`src/shared/cmd_unit_regs.vh`:
```
// Register map, command codes and limits of the modulator command unit.
// Assumes a 32-bit APB slave with word-aligned registers.
`ifndef CMD_UNIT_REGS_VH
`define CMD_UNIT_REGS_VH

// Register byte offsets
`define OFS_CMD        8'h00
`define OFS_ARG0       8'h04
`define OFS_ARG1       8'h08
`define OFS_STATUS     8'h0c
`define OFS_RSP0       8'h10
`define OFS_RSP1       8'h14
`define OFS_RSP2       8'h18
`define OFS_RSP3       8'h1c
`define OFS_UPTIME     8'h20
`define OFS_FREQ       8'h24
`define OFS_DUTY       8'h28

// Command register fields
`define CMD_OP_MSB     3
`define CMD_OP_LSB     0
`define CMD_CH_MSB     15
`define CMD_CH_LSB     8

// Command codes
`define OP_UPTIME      4'h1
`define OP_TEMP        4'h2
`define OP_VERSION     4'h3
`define OP_FREQ_SET    4'h4
`define OP_SETTINGS    4'h5
`define OP_DUTY_SET    4'h6
`define OP_TIMED_EN    4'h7

// Status register bit positions
`define ST_DONE_BIT    16
`define ST_OK_BIT      17
`define ST_BUSY_BIT    18

// Limits and reset values
`define FREQ_MIN       32'h0000_03e8
`define FREQ_MAX       32'h0000_4d58
`define FREQ_RST       32'h0000_03e8
`define DUTY_MAX       32'h0000_0064
`define DUTY_RST       32'h0000_0064
`define TRIG_FREE_RUN  2'h1
`define TIMED_EN_ARG   32'h0000_0001
`define MIN_ON_US      32'h0000_0032
`define CLK_HZ         32'h05f5_e100
`define CLK_MHZ        32'h0000_0064
`define DIV_STEPS      6'h20

`endif

```
`src/hdl/pwm_and_info_command_unit.v`:
```
// Command unit: info queries, free-running RF modulator and a timed RF enable.
// Assumes an APB master on clk_in and a temperature sensor on another clock.
//
// The placing of the registers and register access over APB are this design's own decisions.
`timescale 1ns/1ps
`include "cmd_unit_regs.vh"

// Contract
// - Uptime counts from reset and restarts at zero on every reset.
// - Uptime query answers command, channel and whole seconds.
// - Temperature query answers channel and controller temperature in degrees C.
// - Version query answers developer id, major, minor, build, hotfix, date, time.
// - Modulator frequency spans 1000 to 19800 Hz; host stays inside it.
// - Above the upper frequency the output stays continuously on.
// - Settings query returns frequency, reserved, trigger mode, reserved, duty.
// - Trigger mode one means free running; two and three are reserved.
// - Duty set takes a percentage from 0 to 100, on time over period.
// - Duty of 100 percent switches modulation off; no other enable exists.
// - Duty giving an on pulse under 50 us is rejected; the code checks this on duty set only, not on frequency set.
// - Modulator switches RF at set rate and duty, pulsing power reads.
// - Timed enable turns RF on once for the given microseconds, then OK; the code answers OK as the pulse starts.
module pwm_and_info_command_unit #(
  parameter [31:0] DEV_ID      = 32'h0000_00a5, // Arbitrary developer identifier
  parameter [7:0]  VER_MAJOR   = 8'h01,         // Firmware major revision
  parameter [7:0]  VER_MINOR   = 8'h00,         // Firmware minor revision
  parameter [7:0]  VER_BUILD   = 8'h00,         // Firmware build number
  parameter [7:0]  VER_HOTFIX  = 8'h00,         // Hotfix, zero when absent
  parameter [31:0] DATE_STAMP  = 32'h0000_0000, // Compile date, packed
  parameter [31:0] TIME_STAMP  = 32'h0000_0000, // Compile time, packed
  parameter [31:0] SEC_CYCLES  = `CLK_HZ,       // Clock cycles per second
  parameter        TEMP_W      = 16             // Temperature width, centi-degrees
) (
  input  wire              clk_in,        // 100 MHz clock
  input  wire              nrst_in,       // Async reset, active low
  input  wire              psel_in,       // APB select
  input  wire              penable_in,    // APB enable
  input  wire              pwrite_in,     // APB write
  input  wire [7:0]        paddr_in,      // APB byte address
  input  wire [31:0]       pwdata_in,     // APB write data
  output wire              pready_out,    // APB ready
  output reg  [31:0]       prdata_out,    // APB read data
  output reg               pslverr_out,   // APB error
  input  wire [TEMP_W-1:0] temp_in,       // Controller temperature, async
  output reg               rf_mod_out,    // Modulated RF enable
  output reg               rf_timed_out,  // Timed RF enable
  output reg               meas_trig_out  // Power read trigger pulse
);

  localparam [2:0] ST_IDLE    = 3'h0;
  localparam [2:0] ST_DIV_PER = 3'h1;
  localparam [2:0] ST_DIV_ON  = 3'h2;
  localparam [2:0] ST_FINISH  = 3'h3;

  localparam [31:0] MIN_ON_CYC = `MIN_ON_US * `CLK_MHZ;
  localparam [31:0] RST_PERIOD = `CLK_HZ / `FREQ_RST;

  reg  [2:0]        state_reg;
  reg  [31:0]       arg0_reg;
  reg  [31:0]       arg1_reg;
  reg  [3:0]        op_reg;
  reg  [7:0]        ch_reg;
  reg               done_reg;
  reg               ok_reg;
  reg  [31:0]       rsp0_reg;
  reg  [31:0]       rsp1_reg;
  reg  [31:0]       rsp2_reg;
  reg  [31:0]       rsp3_reg;
  reg  [31:0]       freq_reg;
  reg  [31:0]       duty_reg;
  reg  [31:0]       period_reg;
  reg  [31:0]       on_reg;
  reg  [31:0]       pend_freq_reg;
  reg  [31:0]       pend_duty_reg;
  reg  [31:0]       pend_per_reg;
  reg               from_freq_reg;
  reg  [31:0]       div_num_reg;
  reg  [31:0]       div_den_reg;
  reg  [31:0]       div_rem_reg;
  reg  [5:0]        div_cnt_reg;
  reg  [31:0]       sec_pre_reg;
  reg  [31:0]       uptime_reg;
  reg  [TEMP_W-1:0] temp_s1_reg;
  reg  [TEMP_W-1:0] temp_s2_reg;
  reg  [31:0]       mod_cnt_reg;
  reg  [31:0]       timed_us_reg;
  reg  [7:0]        us_pre_reg;
  reg  [31:0]       rd_next;
  reg               err_next;

  wire        busy     = (state_reg != ST_IDLE);
  wire        setup    = psel_in & ~penable_in;
  wire        access   = psel_in & penable_in;
  wire        wr       = access & pwrite_in;
  wire        start    = wr & (paddr_in == `OFS_CMD) & ~busy & ~pslverr_out; // Agrees with error
  wire [31:0] rem_sh   = {div_rem_reg[30:0], div_num_reg[31]};
  wire        rem_ge   = (rem_sh >= div_den_reg);
  wire        div_last = (div_cnt_reg == 6'h01);
  // Full-on covers both duty 100 and a rate too fast to modulate
  wire        mod_off  = (duty_reg == `DUTY_MAX) | (freq_reg > `FREQ_MAX);

  // No wait states: registers answer in the access phase
  assign pready_out = 1'b1;

  // Read mux; unmapped addresses and busy command writes flag an error
  always @* begin
    rd_next  = 32'h0000_0000;
    err_next = 1'b0;
    case (paddr_in)
      `OFS_CMD:    begin
        rd_next  = {16'h0000, ch_reg, 4'h0, op_reg};
        err_next = pwrite_in & busy;
      end
      `OFS_ARG0:   rd_next = arg0_reg;
      `OFS_ARG1:   rd_next = arg1_reg;
      `OFS_STATUS: begin
        rd_next = {13'h0000, busy, ok_reg, done_reg, ch_reg, 4'h0, op_reg};
      end
      `OFS_RSP0:   rd_next = rsp0_reg;
      `OFS_RSP1:   rd_next = rsp1_reg;
      `OFS_RSP2:   rd_next = rsp2_reg;
      `OFS_RSP3:   rd_next = rsp3_reg;
      `OFS_UPTIME: rd_next = uptime_reg;
      `OFS_FREQ:   rd_next = freq_reg;
      `OFS_DUTY:   rd_next = duty_reg;
      default:     err_next = 1'b1;
    endcase
  end

  // Read data and error are registered in the setup phase
  always @(posedge clk_in or negedge nrst_in) begin
    if (!nrst_in) begin
      prdata_out  <= 32'h0000_0000;
      pslverr_out <= 1'b0;
    end else if (setup) begin
      prdata_out  <= pwrite_in ? 32'h0000_0000 : rd_next;
      pslverr_out <= err_next;
    end
  end

  // Argument registers; the command register itself only triggers
  always @(posedge clk_in or negedge nrst_in) begin
    if (!nrst_in) begin
      arg0_reg <= 32'h0000_0000;
      arg1_reg <= 32'h0000_0000;
    end else if (wr) begin
      if (paddr_in == `OFS_ARG0) arg0_reg <= pwdata_in;
      if (paddr_in == `OFS_ARG1) arg1_reg <= pwdata_in;
    end
  end

  // Uptime in whole seconds, cleared only by reset
  always @(posedge clk_in or negedge nrst_in) begin
    if (!nrst_in) begin
      sec_pre_reg <= 32'h0000_0000;
      uptime_reg  <= 32'h0000_0000;
    end else if (sec_pre_reg == SEC_CYCLES - 32'h0000_0001) begin
      sec_pre_reg <= 32'h0000_0000;
      uptime_reg  <= uptime_reg + 32'h0000_0001;
    end else begin
      sec_pre_reg <= sec_pre_reg + 32'h0000_0001;
    end
  end

  // Two stages per bit; no word handshake, so the sensor must hold each value steady
  always @(posedge clk_in or negedge nrst_in) begin
    if (!nrst_in) begin
      temp_s1_reg <= {TEMP_W{1'b0}};
      temp_s2_reg <= {TEMP_W{1'b0}};
    end else begin
      temp_s1_reg <= temp_in;
      temp_s2_reg <= temp_s1_reg;
    end
  end

  // Command sequencer with a shared serial divider for period and on time
  always @(posedge clk_in or negedge nrst_in) begin
    if (!nrst_in) begin
      state_reg     <= ST_IDLE;
      op_reg        <= 4'h0;
      ch_reg        <= 8'h00;
      done_reg      <= 1'b0;
      ok_reg        <= 1'b0;
      rsp0_reg      <= 32'h0000_0000;
      rsp1_reg      <= 32'h0000_0000;
      rsp2_reg      <= 32'h0000_0000;
      rsp3_reg      <= 32'h0000_0000;
      freq_reg      <= `FREQ_RST;
      duty_reg      <= `DUTY_RST;
      period_reg    <= RST_PERIOD;
      on_reg        <= RST_PERIOD;
      pend_freq_reg <= `FREQ_RST;
      pend_duty_reg <= `DUTY_RST;
      pend_per_reg  <= RST_PERIOD;
      from_freq_reg <= 1'b0;
      div_num_reg   <= 32'h0000_0000;
      div_den_reg   <= 32'h0000_0001;
      div_rem_reg   <= 32'h0000_0000;
      div_cnt_reg   <= 6'h00;
      timed_us_reg  <= 32'h0000_0000;
    end else begin
      if (timed_us_reg != 32'h0000_0000 && us_pre_reg == `CLK_MHZ - 8'h01)
        timed_us_reg <= timed_us_reg - 32'h0000_0001;
      case (state_reg)
        ST_IDLE: begin
          if (start) begin
            op_reg    <= pwdata_in[`CMD_OP_MSB:`CMD_OP_LSB];
            ch_reg    <= pwdata_in[`CMD_CH_MSB:`CMD_CH_LSB];
            done_reg  <= 1'b0;
            ok_reg    <= 1'b0;
            state_reg <= ST_FINISH;
            rsp0_reg  <= 32'h0000_0000;
            rsp1_reg  <= 32'h0000_0000;
            rsp2_reg  <= 32'h0000_0000;
            rsp3_reg  <= 32'h0000_0000;
            case (pwdata_in[`CMD_OP_MSB:`CMD_OP_LSB])
              `OP_UPTIME: begin
                rsp0_reg <= uptime_reg;
                ok_reg   <= 1'b1;
              end
              `OP_TEMP: begin
                rsp0_reg <= {{(32-TEMP_W){temp_s2_reg[TEMP_W-1]}}, temp_s2_reg};
                ok_reg   <= 1'b1;
              end
              `OP_VERSION: begin
                rsp0_reg <= DEV_ID;
                rsp1_reg <= {VER_MAJOR, VER_MINOR, VER_BUILD, VER_HOTFIX};
                rsp2_reg <= DATE_STAMP;
                rsp3_reg <= TIME_STAMP;
                ok_reg   <= 1'b1;
              end
              `OP_SETTINGS: begin
                rsp0_reg <= freq_reg;
                rsp1_reg <= {30'h0000_0000, `TRIG_FREE_RUN};
                rsp2_reg <= duty_reg;
                ok_reg   <= 1'b1;
              end
              `OP_FREQ_SET: begin
                // Low rates are refused; high rates are taken and run full-on
                if (arg0_reg >= `FREQ_MIN) begin
                  pend_freq_reg <= arg0_reg;
                  pend_duty_reg <= duty_reg;
                  from_freq_reg <= 1'b1;
                  div_num_reg   <= `CLK_HZ;
                  div_den_reg   <= arg0_reg;
                  div_rem_reg   <= 32'h0000_0000;
                  div_cnt_reg   <= `DIV_STEPS;
                  state_reg     <= ST_DIV_PER;
                end
              end
              `OP_DUTY_SET: begin
                if (arg0_reg == `DUTY_MAX) begin
                  duty_reg <= arg0_reg;
                  on_reg   <= period_reg;
                  ok_reg   <= 1'b1;
                end else if (arg0_reg < `DUTY_MAX) begin
                  pend_freq_reg <= freq_reg;
                  pend_duty_reg <= arg0_reg;
                  pend_per_reg  <= period_reg;
                  from_freq_reg <= 1'b0;
                  div_num_reg   <= period_reg * arg0_reg;
                  div_den_reg   <= `DUTY_MAX;
                  div_rem_reg   <= 32'h0000_0000;
                  div_cnt_reg   <= `DIV_STEPS;
                  state_reg     <= ST_DIV_ON;
                end
              end
              `OP_TIMED_EN: begin
                // A wrong enable argument is refused rather than guessed at
                if (arg0_reg == `TIMED_EN_ARG) begin
                  timed_us_reg <= arg1_reg;
                  ok_reg       <= 1'b1;
                end
              end
              default: ok_reg <= 1'b0;
            endcase
          end
        end
        ST_DIV_PER, ST_DIV_ON: begin
          div_rem_reg <= rem_ge ? rem_sh - div_den_reg : rem_sh;
          div_num_reg <= {div_num_reg[30:0], rem_ge};
          div_cnt_reg <= div_cnt_reg - 6'h01;
          if (div_last && state_reg == ST_DIV_PER) begin
            // Period known; now derive the on time from the kept duty
            pend_per_reg <= {div_num_reg[30:0], rem_ge};
            div_num_reg  <= {div_num_reg[30:0], rem_ge} * pend_duty_reg;
            div_den_reg  <= `DUTY_MAX;
            div_rem_reg  <= 32'h0000_0000;
            div_cnt_reg  <= `DIV_STEPS;
            state_reg    <= ST_DIV_ON;
          end else if (div_last) begin
            state_reg <= ST_FINISH;
            if (from_freq_reg || {div_num_reg[30:0], rem_ge} >= MIN_ON_CYC) begin
              freq_reg   <= pend_freq_reg;
              duty_reg   <= pend_duty_reg;
              period_reg <= pend_per_reg;
              on_reg     <= {div_num_reg[30:0], rem_ge};
              ok_reg     <= 1'b1;
            end
          end
        end
        ST_FINISH: begin
          done_reg  <= 1'b1;
          state_reg <= ST_IDLE;
        end
        default: state_reg <= ST_IDLE;
      endcase
    end
  end

  // Period counter, microsecond prescaler and registered RF outputs;
  // the read trigger lands mid-pulse so power has settled
  always @(posedge clk_in or negedge nrst_in) begin
    if (!nrst_in) begin
      mod_cnt_reg   <= 32'h0000_0000;
      us_pre_reg    <= 8'h00;
      rf_mod_out    <= 1'b1;
      rf_timed_out  <= 1'b0;
      meas_trig_out <= 1'b0;
    end else begin
      if (mod_cnt_reg >= period_reg - 32'h0000_0001)
        mod_cnt_reg <= 32'h0000_0000;
      else
        mod_cnt_reg <= mod_cnt_reg + 32'h0000_0001;
      if (us_pre_reg == `CLK_MHZ - 8'h01 || timed_us_reg == 32'h0000_0000)
        us_pre_reg <= 8'h00;
      else
        us_pre_reg <= us_pre_reg + 8'h01;
      rf_mod_out    <= mod_off | (mod_cnt_reg < on_reg);
      meas_trig_out <= ~mod_off & (mod_cnt_reg == {1'b0, on_reg[31:1]});
      rf_timed_out  <= (timed_us_reg != 32'h0000_0000);
    end
  end

endmodule

```
`config.mk`:
```
export PLATFORM = sky130hd
export DESIGN_NAME = pwm_and_info_command_unit
export DESIGN_NICKNAME = d
export VERILOG_FILES = /design/src/hdl/pwm_and_info_command_unit.v
export VERILOG_INCLUDE_DIRS = /design/src /design/src/shared
export SDC_FILE = /design/constraint.sdc
export NUM_CORES = 2
export LEC_CHECK = 0
export ABC_AREA = 1
export BUFFER_PORTS_ARGS = -buffer_cell sky130_fd_sc_hd__buf_2
export CORE_UTILIZATION = 60
export CTS_CLUSTER_DIAMETER = 60
export DETAILED_ROUTE_END_ITERATION = 12
export HOLD_SLACK_MARGIN = 0.15
export PLACE_DENSITY = 0.83
export SKIP_CTS_REPAIR_TIMING = 1
export SLEW_MARGIN = 40
export SYNTH_ARGS = -nofsm -noshare
export SYNTH_HDL_FRONTEND = slang
export SYNTH_SLANG_ARGS = --single-unit
```
`constraint.sdc`:
```
create_clock -name clk_in -period 10.2 [get_ports clk_in]
set_input_delay 1.53 -clock clk_in [delete_from_list [all_inputs] [get_ports clk_in]]
set_output_delay 1.53 -clock clk_in [all_outputs]
set_load 0.01 [all_outputs]
```
=== Yosys cells after proc, flatten, opt, wreduce, memory -nomap -nowiden ===
Index checks and enable logic that the tools add are counted.

* Bits in registers: 707
* Word-level logic and storage cells: 229

* Add/sub/neg operators: 8
* Multipliers: 2
* Order comparisons: 7
* Equality and inequality tests: 44
* Mux-type cells: 92
* Bitwise operators: 15
* Reduce and logical (&&, ||, !) cells: 27

{| class="wikitable"
|+ Operators with widths
! cell !! number
|-
| two-way mux 32 bit || 41
|-
| one-hot mux 32 bit (2 select lines) || 9
|-
| one-hot mux 32 bit (10 select lines) || 1
|-
| two-way mux 31 bit || 6
|-
| one-hot mux 32 bit (4 select lines) || 1
|-
| one-hot mux 31 bit (2 select lines) || 2
|-
| adder 32 x 1 -> 32 bit, second input constant || 3
|-
| == test 32 x 7 -> 1 bit, second input constant || 2
|-
| greater-or-equal comparator 32 bit || 2
|-
| multiplier 32 x 32 -> 32 bit || 2
|-
| subtractor 32 x 1 -> 32 bit, second input constant || 2
|-
| one-hot mux 25 bit (2 select lines) || 1
|-
| == test 32 x 1 -> 1 bit, second input constant || 1
|-
| == test 32 x 27 -> 1 bit, second input constant || 1
|-
| == test 32 x 31 -> 1 bit || 1
|-
| == test 8 x 5 -> 1 bit, second input constant || 4
|-
| greater-or-equal comparator 32 x 10 -> 1 bit, second input constant || 1
|-
| greater-or-equal comparator 32 x 13 -> 1 bit, second input constant || 1
|-
| > comparator 32 x 15 -> 1 bit, second input constant || 1
|-
| logical NOT 32 bit || 1
|-
| < comparator 32 bit || 1
|-
| < comparator 32 x 7 -> 1 bit, second input constant || 1
|-
| nonzero test 32 bit || 1
|-
| subtractor 31 bit || 1
|-
| 43 further kinds || 108
|}

=== Depth between registers and ports, before layout ===
* Depth in word-level cells: 7
* Mapped depth: 46
* Gate-level depth less buffers: 44

=== Least setup slack after synthesis ===
Ideal clock, no wire load.

* Kind: register to register
* Start: register div_num_reg[31]
* End: register div_num_reg[28]
* Arrival: 7.428 ns
* Data required time: 10.118 ns
* Setup slack: 2.690 ns
* Stages on the path, launching flop included: 38
* Buffers on the path: 2
* Period minus slack after synthesis: 7.510 ns
* Cells stage by stage: dfrtp_1 inv_1 ha_1 fa_1 nand3b_1 nand2_1 a21oi_1 o21ai_0 nand2_1 nand3_1 nand3_1 nand2_1 inv_1 clkbuf_1 buf_1 nor2_1 fa_1 ha_1 [2 not listed] fa_1 inv_1 fa_1 inv_1 fa_1 fa_1 ha_1 nand2_1 nor4_1 nand2_1 o211ai_1 nand3_1 nand2_1 nand2_1 nand2_1 xor2_1 nand2_1 a31oi_1

* Cells in the longest elaborated chain, start to end: 4

{| class="wikitable"
|+ RTL lines
! what !! line !! source
|-
| start, declared || pwm_and_info_command_unit.v:76 || <nowiki>reg [31:0] div_num_reg;</nowiki>
|-
| start signal, assigned || pwm_and_info_command_unit.v:243 || <nowiki>div_num_reg <= `CLK_HZ;</nowiki>
|-
| start signal, assigned || pwm_and_info_command_unit.v:260 || <nowiki>div_num_reg <= period_reg * arg0_reg;</nowiki>
|-
| start signal, assigned || pwm_and_info_command_unit.v:280 || <nowiki>div_num_reg <= {div_num_reg[30:0], rem_ge};</nowiki>
|-
| greater-or-equal comparator 32 bit || pwm_and_info_command_unit.v:96 || <nowiki>wire rem_ge = (rem_sh >= div_den_reg);</nowiki>
|-
| multiplier 32 x 32 -> 32 bit || pwm_and_info_command_unit.v:285 || <nowiki>div_num_reg <= {div_num_reg[30:0], rem_ge} * pend_duty_reg;</nowiki>
|-
| two-way mux 32 bit || pwm_and_info_command_unit.v:282 || <nowiki>if (div_last && state_reg == ST_DIV_PER) begin</nowiki>
|-
| one-hot mux 32 bit (2 select lines) || pwm_and_info_command_unit.v:203 || <nowiki>case (state_reg)</nowiki>
|}

No other way between the ends.
A chain may end at the register's enable or synchronous reset.

=== Worst setup path in the final report ===
* Start: register div_num_reg[31]
* End: register div_num_reg[21]

Same word-level chain as after synthesis.

==> impl_metrics.env <==
export IMPL_critPathMaxStageDelay_ns=0.62
export IMPL_wl_per_cell_um=21.9
export IMPL_ant_nets=0
export IMPL_antenna_found_initial=9
export IMPL_yosysSeqAreaShare_pct=25.0
export IMPL_io_pins=98
export IMPL_grt_pass1_wl_um=344000
export IMPL_crit_arrival_ns=9.31
export IMPL_cts_sinks=676
export IMPL_grt_max_degree=153
export IMPL_drc=0
export IMPL_cap_violations=0
export IMPL_wl_um=220000
export IMPL_ys_seq_elements=676
export IMPL_io_buffers=96
export IMPL_synth_edf_count=0
export IMPL_layout_cells_non_filler=10100
export IMPL_syn_area_um2=67900
export IMPL_clockRootBuffer="clkbuf_16"
export IMPL_synth_nets=9869
export IMPL_final_layout_size_suffix_gt1_share_pct=5.63
export IMPL_clkLatencyLatePin_ns=0.69
export IMPL_grt_setup_unrepaired="no"
export IMPL_setup_viol=0
export IMPL_crit_fanout=21
export IMPL_cts_made_buffers=77
export IMPL_htreeDepth=3
export IMPL_grt_overflow=0
export IMPL_postSynth_asyncResetShare_pct=100
export IMPL_initial_core_util_pct=60.4
export IMPL_netlist_area_leader_share_pct=24.1
export IMPL_place_inst=9910
export IMPL_worstMarginPinSlew_ns=0.939
export IMPL_synthDistinctLibCells=70
export IMPL_hold_path_class="flip-flop to flip-flop"
export IMPL_max_slew_margin_pct=37.4
export IMPL_grt_total_usage_pct=38.9
export IMPL_crit_path_start_kind="flip-flop"
export IMPL_setup_tns_ns=0
export IMPL_ys_warn_count=0
export IMPL_die_w_um=338
export IMPL_utilization_pct=64.4
export IMPL_hold_viol_final=0
export IMPL_drv_slew=0
export IMPL_firstDrtPassIters=6
export IMPL_avgSynthCellArea_um2=7.85
export IMPL_clkTransAtPathRegs_ns=0.06
export IMPL_syn_inst=8639
export IMPL_synth_main_ff_cell="dfrtp_1"
export IMPL_num_rows=123
export IMPL_area_growth_pct=6.66
export IMPL_worstSetupPathType="flip-flop to flip-flop"
export IMPL_status="finished, final reports clean"
export IMPL_die_h_um=338
export IMPL_finalClockSkew_ns=0.0634
export IMPL_drt_initial_drc_count=7059
export IMPL_slowest_stage="clkinv_1"
export IMPL_routed_via_density=5.95
export IMPL_gp_congestion=0.998
export IMPL_fin_hold_ws_ns=0.343
export IMPL_hpwl_um=166000
export IMPL_min_period_ns=8.73
export IMPL_required_ns=10.78
export IMPL_timing_fmax_ghz=0.115
export IMPL_yosys_top_cells_area="fa_1 (24%), dfrtp_1 (24%), nand2_1 (12%)"
export IMPL_core_um2=112000
export IMPL_via_count=59900
export IMPL_post_synth_top_area_cell="fa_1"
export IMPL_nets=9721
export IMPL_crit_path_end_kind="flip-flop"
export IMPL_crit_top_cell="ha_1"
export IMPL_dieArea_um2=114000
export IMPL_cts_tree="done"
export IMPL_cts_buffer_depth=3
export IMPL_period_share_pct=85.6
export IMPL_first_global_vias=61400
-- area by class of cell --
cell class / instances / area, um^2
inverters: 1869 / 7020
diodes: 6 / 15.0
clock inverters: 40 / 632
multi-input cells: 5652 / 42200
repair buffers: 215 / 1500
clock buffers: 103 / 2130
flip-flops and latches: 676 / 17000
well taps: 1500 / 1880
fillers: 9342 / 40000
-- placed cells by master (no fill, tap or decap), types with 36 or more instances in the layout --
cell	n
a21oi_1	278
a221oi_1	36
buf_2	95
buf_4	111
clkbuf_16	78
dfrtp_1	622
dfstp_2	38
fa_1	817
ha_1	351
inv_1	1846
nand2_1	2108
nand3_1	198
nand4_1	91
nor2_1	396
nor3_1	77
nor4_1	50
o211ai_1	50
o21ai_0	563
o21ai_1	67
o22ai_1	119
xnor2_1	66
xor2_1	147
-- logic make-up (layout without fill, tap and decap cells) --
group	Yosys count	in the layout	share of synthesized area [%]
buffers and inverters	2311	2227	12.9
adder cells (fa/ha/maj)	1169	1169	30.6
XOR/XNOR	213	213	2.75
other	1	7	0.00553
multiplexers	4	4	0.0627
flip-flops	676	676	25.0
AND/OR/NAND/NOR	3010	3010	18.2
AO/OA/AOI/OAI	1255	1255	10.5
-- worst paths after layout --
path / from / end / slack (ns) / cells past startpoint
worst max-delay path: div_num_reg[31] / div_num_reg[21] / 1.47 / 36
worst max register to register: div_num_reg[31] / div_num_reg[21] / 1.47 / 36
min in group asynchronous: nrst_in / us_pre_reg[2] / 0.82 / 1
max in group asynchronous: nrst_in / arg0_reg[21] / 7.45 / 3
worst min-delay path: temp_s1_reg[1] / temp_s2_reg[1] / 0.34 / 0
worst min register to register: temp_s1_reg[1] / temp_s2_reg[1] / 0.34 / 0
-- metal layers --
layer	vias up	share of wire (%)	GRT usage, %
met5	-	0.023	0
li1	26200	-	-
met4	8	7.4	25.2
met3	998	12	10.8
met2	3853	44	59.3
met1	28800	36	48.8
-- worst max-delay path, delay by kind of cell, from the launching register on --
family / cells / cell delay (ns)
compound gates: 8 / 1.97
xor+xnor: 1 / 0.23
fa+ha+maj: 11 / 3.68
buf+inv: 7 / 1.35
flops: 1 / 0.36
simple gates: 9 / 0.99
-- cells in the mapped netlist, types with 18 or more instances --
cell type	instances
or2_2	18
dfrtp_1	638
xor2_1	147
nand4_1	91
xnor2_1	66
inv_1	1851
o22ai_1	119
o211ai_1	50
nand2_1	2112
a221oi_1	36
clkbuf_1	345
o21ai_1	64
nor2_1	401
buf_2	21
a31oi_1	26
dfstp_2	38
nand3_1	198
a21oi_1	279
fa_1	817
nor3_1	77
ha_1	352
buf_1	64
o21ai_0	566
nor4_1	51
-- per-stage QoR --
stage | area, um^2 | worst slack [ns]
floorplan | 67900 | 2.69
global placement | 69400 | 1.79
detailed placement | 69500 | 1.76
CTS | 72300 | 1.66
global route | 72400 | 0.910
finish | 72400 | 1.47
Power is not shown: default switching activity piles up to over one toggle a cycle in this logic, so the estimate is an artifact.
